--- src/tdbw_defs.svh ---
// Offsets, field positions, reset values and widths of the burst window block
// Assumes inclusion by bare name from the package and the top module
`ifndef TDBW_DEFS_SVH
`define TDBW_DEFS_SVH

// ----------------------------------------------------------------------------
// Register byte offsets
// ----------------------------------------------------------------------------
`define TDBW_OFS_CTRL      8'h48
`define TDBW_OFS_WIN       8'h4c
`define TDBW_OFS_STATUS    8'h54

// ----------------------------------------------------------------------------
// Field positions and widths
// ----------------------------------------------------------------------------
`define TDBW_START_LSB     0
`define TDBW_LEN_LSB       8
`define TDBW_FIELD_W       5
`define TDBW_STAT_BUSY     8
`define TDBW_STAT_PEND     9

// ----------------------------------------------------------------------------
// Reset values and target map
// ----------------------------------------------------------------------------
`define TDBW_START_RST     5'h00
`define TDBW_LEN_RST       5'h00
`define TDBW_INDEX_RST     5'h00
`define TDBW_CTRL1_ADDR    8'h00
`define TDBW_ADDR_W        8
`define TDBW_DATA_W        16

`endif

--- src/tdbw_pkg.sv ---
// Types shared by the burst window block
// Assumes tdbw_defs.svh is on the include path
package tdbw_pkg;
  `include "tdbw_defs.svh"

  typedef logic [`TDBW_ADDR_W-1:0]  tdbw_addr_t;
  typedef logic [`TDBW_DATA_W-1:0]  tdbw_data_t;
  typedef logic [`TDBW_FIELD_W-1:0] tdbw_field_t;

  typedef struct packed {
    logic       we;
    tdbw_addr_t addr;
    tdbw_data_t wdata;
    logic [1:0] be;
  } tdbw_req_s;

  typedef enum logic [1:0] {
    tdbw_st_idle,
    tdbw_st_rd_wait,
    tdbw_st_ack
  } tdbw_state_e;
endpackage

--- src/tdbw_req_if.sv ---
// Valid/ready request channel between the window logic and its buffer
// Assumes both ends share clk_i
interface tdbw_req_if;
  import tdbw_pkg::*;
  logic      valid;
  logic      ready;
  tdbw_req_s req;

  modport src (output valid, output req, input ready);
  modport snk (input valid, input req, output ready);
endinterface

--- src/tdbw_buf.sv ---
// Two-entry request buffer; head entry drives the output directly
// Assumes synchronous active-high reset on clk_i
module tdbw_buf (
  input  wire logic clk_i,
  input  wire logic rst_i,
  tdbw_req_if.snk   in_ch,
  tdbw_req_if.src   out_ch
);
  import tdbw_pkg::*;

  tdbw_req_s head;
  tdbw_req_s tail;
  logic      head_vld;
  logic      tail_vld;
  tdbw_req_s next_head;
  tdbw_req_s next_tail;
  logic      next_head_vld;
  logic      next_tail_vld;
  logic      pop;
  logic      push;

  assign in_ch.ready  = ~tail_vld;
  assign out_ch.valid = head_vld;
  assign out_ch.req   = head;

  always_comb begin
    pop           = head_vld & out_ch.ready;
    push          = in_ch.valid & ~tail_vld;
    next_head     = head;
    next_tail     = tail;
    next_head_vld = head_vld;
    next_tail_vld = tail_vld;
    if (pop) begin
      if (tail_vld) begin
        next_head     = tail;
        next_tail_vld = 1'b0;
      end else begin
        next_head_vld = 1'b0;
      end
    end
    if (push) begin
      if (!next_head_vld) begin
        next_head     = in_ch.req;
        next_head_vld = 1'b1;
      end else begin
        next_tail     = in_ch.req;
        next_tail_vld = 1'b1;
      end
    end
  end

  always_ff @(posedge clk_i) begin
    if (rst_i) begin
      head     <= '0;
      tail     <= '0;
      head_vld <= 1'b0;
      tail_vld <= 1'b0;
    end else begin
      head     <= next_head;
      tail     <= next_tail;
      head_vld <= next_head_vld;
      tail_vld <= next_tail_vld;
    end
  end
endmodule

--- src/tdbw_top.sv ---
// Burst window of a timer: Wishbone slave plus redirected timer register port
// Assumes a classic Wishbone master and a timer register file on clk_i
//
// What this block does
// Five-bit start offset in control bits 4:0
// Five-bit length in bits 12:8, N+1 transfers
// Window access targets control-one plus 4*(start+index)
// Index advances per window access, bounded by length
// Window accesses walk consecutive registers from start
// Window accepts 16-bit and 8-bit items
// 8-bit item carries register's most significant byte
// Reserved control bits read zero, ignore writes
//
// Design decision made here: register access over Wishbone.
`include "tdbw_defs.svh"
module tdbw_top (
  input  wire logic               clk_i,
  input  wire logic               rst_i,
  input  wire logic               wb_cyc_i,
  input  wire logic               wb_stb_i,
  input  wire logic               wb_we_i,
  input  wire tdbw_pkg::tdbw_addr_t wb_adr_i,
  input  wire logic [3:0]         wb_sel_i,
  input  wire logic [31:0]        wb_dat_i,
  output logic [31:0]             wb_dat_o,
  output logic                    wb_ack_o,
  output logic                    tgt_valid_o,
  input  wire logic               tgt_ready_i,
  output logic                    tgt_we_o,
  output tdbw_pkg::tdbw_addr_t    tgt_addr_o,
  output tdbw_pkg::tdbw_data_t    tgt_wdata_o,
  output logic [1:0]              tgt_be_o,
  input  wire logic               tgt_rvalid_i,
  input  wire tdbw_pkg::tdbw_data_t tgt_rdata_i
);
  import tdbw_pkg::*;

  // --------------------------------------------------------------------------
  // Helper functions
  // --------------------------------------------------------------------------
  function automatic tdbw_addr_t target_addr(input tdbw_field_t start,
                                             input tdbw_field_t index);
    logic [`TDBW_ADDR_W-1:0] sum;
    sum = {3'h0, start} + {3'h0, index};
    target_addr = `TDBW_CTRL1_ADDR + {sum[`TDBW_ADDR_W-3:0], 2'b00};
  endfunction

  function automatic logic is_byte_item(input logic [3:0] sel);
    is_byte_item = (sel[1:0] == 2'b01) || (sel[1:0] == 2'b10);
  endfunction

  function automatic tdbw_field_t next_index(input tdbw_field_t index,
                                             input tdbw_field_t len);
    if (index >= len) begin
      next_index = `TDBW_INDEX_RST;
    end else begin
      next_index = index + 5'h01;
    end
  endfunction

  // --------------------------------------------------------------------------
  // State
  // --------------------------------------------------------------------------
  tdbw_state_e state;
  tdbw_state_e next_state;
  tdbw_field_t start_ofs;
  tdbw_field_t next_start_ofs;
  tdbw_field_t xfer_len;
  tdbw_field_t next_xfer_len;
  tdbw_field_t xfer_index;
  tdbw_field_t next_xfer_index;
  logic        ack;
  logic        next_ack;
  logic [31:0] rdata;
  logic [31:0] next_rdata;
  logic        rd_byte;
  logic        next_rd_byte;
  logic [1:0]  rd_lane;
  logic [1:0]  next_rd_lane;

  logic        req_live;
  logic        hit_ctrl;
  logic        hit_win;
  logic        hit_stat;
  logic        byte_item;
  logic [7:0]  wr_byte;
  logic [31:0] rd_merge;

  tdbw_req_if push_ch ();
  tdbw_req_if pop_ch ();

  // --------------------------------------------------------------------------
  // Request buffer toward the timer registers
  // --------------------------------------------------------------------------
  tdbw_buf u_buf (
    .clk_i  (clk_i),
    .rst_i  (rst_i),
    .in_ch  (push_ch),
    .out_ch (pop_ch)
  );

  assign pop_ch.ready = tgt_ready_i;
  assign tgt_valid_o  = pop_ch.valid;
  assign tgt_we_o     = pop_ch.req.we;
  assign tgt_addr_o   = pop_ch.req.addr;
  assign tgt_wdata_o  = pop_ch.req.wdata;
  assign tgt_be_o     = pop_ch.req.be;
  assign wb_ack_o     = ack;
  assign wb_dat_o     = rdata;

  // --------------------------------------------------------------------------
  // Address decode and window request build
  // --------------------------------------------------------------------------
  always_comb begin
    req_live  = wb_cyc_i & wb_stb_i & ~ack & (state == tdbw_st_idle);
    hit_ctrl  = (wb_adr_i[7:2] == 6'(`TDBW_OFS_CTRL >> 2));
    hit_win   = (wb_adr_i[7:2] == 6'(`TDBW_OFS_WIN >> 2));
    hit_stat  = (wb_adr_i[7:2] == 6'(`TDBW_OFS_STATUS >> 2));
    byte_item = is_byte_item(wb_sel_i);
    wr_byte   = wb_sel_i[0] ? wb_dat_i[7:0] : wb_dat_i[15:8];
    push_ch.valid     = req_live & hit_win;
    push_ch.req.we    = wb_we_i;
    push_ch.req.addr  = target_addr(start_ofs, xfer_index);
    if (byte_item) begin
      push_ch.req.wdata = {wr_byte, 8'h00};
      push_ch.req.be    = 2'b10;
    end else begin
      push_ch.req.wdata = wb_dat_i[15:0];
      push_ch.req.be    = 2'b11;
    end
  end

  // --------------------------------------------------------------------------
  // Read data return lane placement
  // --------------------------------------------------------------------------
  always_comb begin
    rd_merge = 32'h0000_0000;
    if (rd_byte) begin
      if (rd_lane[0]) begin
        rd_merge[7:0] = tgt_rdata_i[15:8];
      end else begin
        rd_merge[15:8] = tgt_rdata_i[15:8];
      end
    end else begin
      rd_merge[15:0] = tgt_rdata_i;
    end
  end

  // --------------------------------------------------------------------------
  // Bus control and register state next values
  // --------------------------------------------------------------------------
  always_comb begin
    next_state      = state;
    next_start_ofs  = start_ofs;
    next_xfer_len   = xfer_len;
    next_xfer_index = xfer_index;
    next_ack        = 1'b0;
    next_rdata      = rdata;
    next_rd_byte    = rd_byte;
    next_rd_lane    = rd_lane;
    unique case (state)
      tdbw_st_idle: begin
        if (req_live) begin
          if (hit_win) begin
            if (push_ch.ready) begin
              next_xfer_index = next_index(xfer_index, xfer_len);
              next_rd_byte    = byte_item;
              next_rd_lane    = wb_sel_i[1:0];
              if (wb_we_i) begin
                next_ack   = 1'b1;
                next_state = tdbw_st_ack;
              end else begin
                next_state = tdbw_st_rd_wait;
              end
            end
          end else begin
            next_ack   = 1'b1;
            next_state = tdbw_st_ack;
            next_rdata = 32'h0000_0000;
            if (hit_ctrl) begin
              if (wb_we_i) begin
                if (wb_sel_i[0]) begin
                  next_start_ofs = wb_dat_i[`TDBW_START_LSB +: `TDBW_FIELD_W];
                end
                if (wb_sel_i[1]) begin
                  next_xfer_len = wb_dat_i[`TDBW_LEN_LSB +: `TDBW_FIELD_W];
                end
                next_xfer_index = `TDBW_INDEX_RST;
              end else begin
                next_rdata[`TDBW_START_LSB +: `TDBW_FIELD_W] = start_ofs;
                next_rdata[`TDBW_LEN_LSB +: `TDBW_FIELD_W]   = xfer_len;
              end
            end else if (hit_stat && !wb_we_i) begin
              next_rdata[`TDBW_FIELD_W-1:0]  = xfer_index;
              next_rdata[`TDBW_STAT_BUSY]    = (xfer_index != `TDBW_INDEX_RST);
              next_rdata[`TDBW_STAT_PEND]    = pop_ch.valid;
            end
          end
        end
      end
      tdbw_st_rd_wait: begin
        if (tgt_rvalid_i) begin
          next_rdata = rd_merge;
          next_ack   = 1'b1;
          next_state = tdbw_st_ack;
        end
      end
      tdbw_st_ack: begin
        next_state = tdbw_st_idle;
      end
    endcase
  end

  // --------------------------------------------------------------------------
  // Registers
  // --------------------------------------------------------------------------
  always_ff @(posedge clk_i) begin
    if (rst_i) begin
      state      <= tdbw_st_idle;
      start_ofs  <= `TDBW_START_RST;
      xfer_len   <= `TDBW_LEN_RST;
      xfer_index <= `TDBW_INDEX_RST;
      ack        <= 1'b0;
      rdata      <= 32'h0000_0000;
      rd_byte    <= 1'b0;
      rd_lane    <= 2'h0;
    end else begin
      state      <= next_state;
      start_ofs  <= next_start_ofs;
      xfer_len   <= next_xfer_len;
      xfer_index <= next_xfer_index;
      ack        <= next_ack;
      rdata      <= next_rdata;
      rd_byte    <= next_rd_byte;
      rd_lane    <= next_rd_lane;
    end
  end
endmodule

--- config.mk ---
export PLATFORM = sky130hd
export DESIGN_NAME = tdbw_top
export DESIGN_NICKNAME = d
export VERILOG_FILES = /design/src/tdbw_pkg.sv /design/src/tdbw_req_if.sv /design/src/tdbw_buf.sv /design/src/tdbw_top.sv
export VERILOG_INCLUDE_DIRS = /design/src
export SDC_FILE = /design/constraint.sdc
export NUM_CORES = 1
export LEC_CHECK = 0
export BUFFER_PORTS_ARGS = -buffer_cell sky130_fd_sc_hd__buf_2
export CORE_MARGIN = 2
export CORE_UTILIZATION = 35
export CTS_CLUSTER_DIAMETER = 50
export DETAILED_ROUTE_END_ITERATION = 16
export PLACE_DENSITY_LB_ADDON = 0.2
export REMOVE_ABC_BUFFERS = 1
export SLEW_MARGIN = 20
export SYNTH_ARGS = -nofsm -noshare
export SYNTH_HDL_FRONTEND = slang
export SYNTH_SLANG_ARGS = --single-unit
export TNS_END_PERCENT = 1
--- constraint.sdc ---
create_clock -name clk_i -period 5.4 [get_ports clk_i]
set_clock_uncertainty 0.2 [all_clocks]
set_input_delay 0.27 -clock clk_i [delete_from_list [all_inputs] [get_ports clk_i]]
set_output_delay 0.27 -clock clk_i [all_outputs]
set_load 0.01 [all_outputs]
==> flow_summary.yaml <==
detailed_routing:
  vias: 3986
  first_iter_violations: 197
  vias_per_cell: 5.097
  ant_nets: 0
  drt-wirelength-per-cell_um: 14.82
  wl_um: 11590
  first_pass_iters: 4
  drc_errors: 0
synth:
  ys.flop_type: "dfxtp_1"
  ys_seq_area_frac: 0.4043
  synth_edf_count: 0
  synthDistinctLibCells: 42
  synth_area_sq_mm: 0.004457
  synthCells: 533
  synth_area_per_cell_sq_um: 8.362
  ys_ff_latch: 90
  async_flop_share: 0
  synth-warning-count: 0
global_routing:
  grt_pass1_vias: 3751
  grt_antenna_before_repair: 0
  grt_pass1_wl_um: 18340
  overflow: 0
  grt_max_degree: 70
  track_usage: 0.1701
power:
  ir_drop_v: 0.0001180
  p_comb_frac: 0.080
  p_clk_frac: 0.435
  power_mw: 1.395
  p_int_mw: 1.032
  p_per_area_mw_per_mm2: 263.8
  pwr-share-seq: 0.484
  p_leak_nw: 2.304
  swShare: 0.2605
  power.switching_mw: 0.3635
die:
  start_util: 0.3561
  die_x_um: 116.8
  num_rows: 41
  ios: 128
  core_sq_mm: 0.01252
  floorplan.die_area_sq_mm: 0.01365
  fp.dieH_um: 116.8
critical_path:
  path_cells: "inv_1 -> ha_1 -> nand4b_1 -> nor4_4 -> nor2b_2 -> buf_4 -> nor2_1 -> a211oi_1"
  cp.arrival_ns: 3.11
  path_class: "flop to flop"
  cp.required_ns: 5.46
  slowest_delay_ns: 0.66
  cp-start-kind: "flop"
  end_kind: "flop"
  slowest_stage: "nor4_4"
  critPathMaxFanout: 17
cts:
  clockRootBuffer: "clkbuf_16"
  cts_buffer_depth: 2
  cts_inserted_buffers: 9
  cts_tree: "built"
  post_cts_resized: 0
  cts.sinks: 90
  cts_hold_buf: 4
  post-cts-setup-buffers: 0
  path_clk_slew_ns: 0.07
  clk_latency_ns: 0.34
  htree_levels: 3
placement:
  hpwl_um: 8272
  gp_congestion: 0.7891
  port_buffers: 91
sta:
  relSlewSlack: 0.3696
  fmax_mhz: 327.4
  setup_violations: 0
  period_needed_ns: 3.055
  setup_tns_ns: 0
  worst_pin_slew_ns: 0.9436
  hold_violations: 0
  rsz0062_at_grt: "no"
  fin_crit_sh: 0.5657
  drv_slew: 0
min_path:
  hp-class: "input port to flop"
cells_and_area:
  layout_common_cells: "91 x buf_2, 90 x dfxtp_1, 59 x a21oi_1"
  area_delta_synth_final_pct: 18.67
  nets: 687
  drive_gt1_frac: 0.1934
  antenna_cells: 0
  layout_commonest_cell: "buf_2"
outcome:
  status: "finished, final reports clean"
job:
  maxCapViolations: 0
cell families after synthesis:
kind of cell    share of synthesized area
xor+xnor                         0.007862
simple gates                       0.1988
flops                              0.4043
compound gates                     0.1909
buf+inv                           0.07945
mux                               0.07412
fa+ha+maj                         0.04380
other cells                     0.0008414
layer usage:
metal  wire length, um  share of wire  up-vias  global-route usage
met5                 0              0        -                   0
met4                93         0.0080        0             0.04784
met3               420          0.036        6             0.02781
met2              5916           0.51       80              0.2983
met1              5156           0.44     1886              0.2166
li1                  -              -     2014                   -
critical path, delay by kind of cell (launching register included):
kind            cells  cell delay [ns]
simple gates        4             1.60
buf+inv             2             0.41
flops               1             0.33
fa+ha+maj           1             0.22
compound gates      1             0.19
per-stage QoR:
stage | instance area [sq um] | instances | utilization | hold slack [ns] | setup WS (ns)
final | 5289 | 782 | 0.4225 | 0.006662 | 2.345
after global routing | 5289 | 782 | 0.4225 | 0.02176 | 1.979
after CTS | 5274 | 782 | 0.4213 | 0.001909 | 2.301
after detailed placement | 4949 | 762 | 0.3953 | 0.2423 | 2.192
after global placement | 4949 | 762 | 0.3953 | 0.2381 | 2.204
after floorplan | 4230 | 493 | - | 0.1391 | 2.364
final timing paths:
| kind | start | end | slack (ns) | depth (start not counted) |
|---|---|---|---|---|
| worst min-delay path | tgt_rdata_i[14] | wb_dat_o[14] | 0.007 | 3 |
| worst max register to register | state[0] | u_buf.tail[16] | 2.35 | 8 |
| worst min register to register | wb_dat_o[14] | wb_dat_o[14] | 0.25 | 2 |
| worst max-delay path | state[0] | u_buf.tail[16] | 2.35 | 8 |
sequential cells by signal (all words and copies together) (netlist names), 2 cells and up:
| signal | flops |
|---|---|
| u_buf.tail | 25 |
| state | 2 |
| xfer_len | 5 |
| u_buf.out_ch.req | 27 |
| xfer_index | 5 |
| wb_dat_o | 16 |
| start_ofs | 5 |
final cells by class:
cell class | count | area [sq um]
Fill cell | 1306 | 7228
Multi-Input combinational cell | 384 | 2375
Sequential cell | 90 | 1802
Timing Repair Buffer | 101 | 540.5
Clock buffer | 9 | 225.2
Tap cell | 172 | 215.2
Inverter | 19 | 71.32
Clock inverter | 7 | 60.06
Yosys cell counts, types with 2 or more instances:
library cell	n	area (sq um)
a211oi_1	37	277.8
a21o_1	3	22.52
a21oi_1	59	295.3
a221oi_1	4	35.03
a22o_1	4	35.03
a22oi_1	6	45.04
a31oi_1	2	12.51
and3_1	13	81.33
buf_2	7	35.03
buf_4	18	135.1
clkbuf_1	30	112.6
dfxtp_1	90	1802
ha_1	14	175.2
inv_1	19	71.32
mux2i_1	33	330.3
nand2_1	47	176.4
nand2b_1	10	62.56
nand3_1	37	185.2
nand3b_1	2	15.01
nor2_1	44	165.2
nor2b_1	6	37.54
nor3_1	13	65.06
nor4_1	2	12.51
nor4b_1	2	17.52
o211ai_1	2	15.01
o21ai_0	6	30.03
o22ai_1	3	18.77
o31a_1	3	26.28
or3_1	2	12.51
xnor2_1	3	26.28
power by group through the flow:
stage	registers (mW)	clock network [mW]	logic [mW]
3_5_place_dp	0.691	0	0.109
6_report	0.676	0.607	0.112
4_1_cts	0.676	0.625	0.112
5_1_grt	0.676	0.650	0.126
3_3_place_gp	0.691	0	0.108
2_1_floorplan	0.694	0	0.0499
No activity file was read; power rests on OpenSTA's default activity.
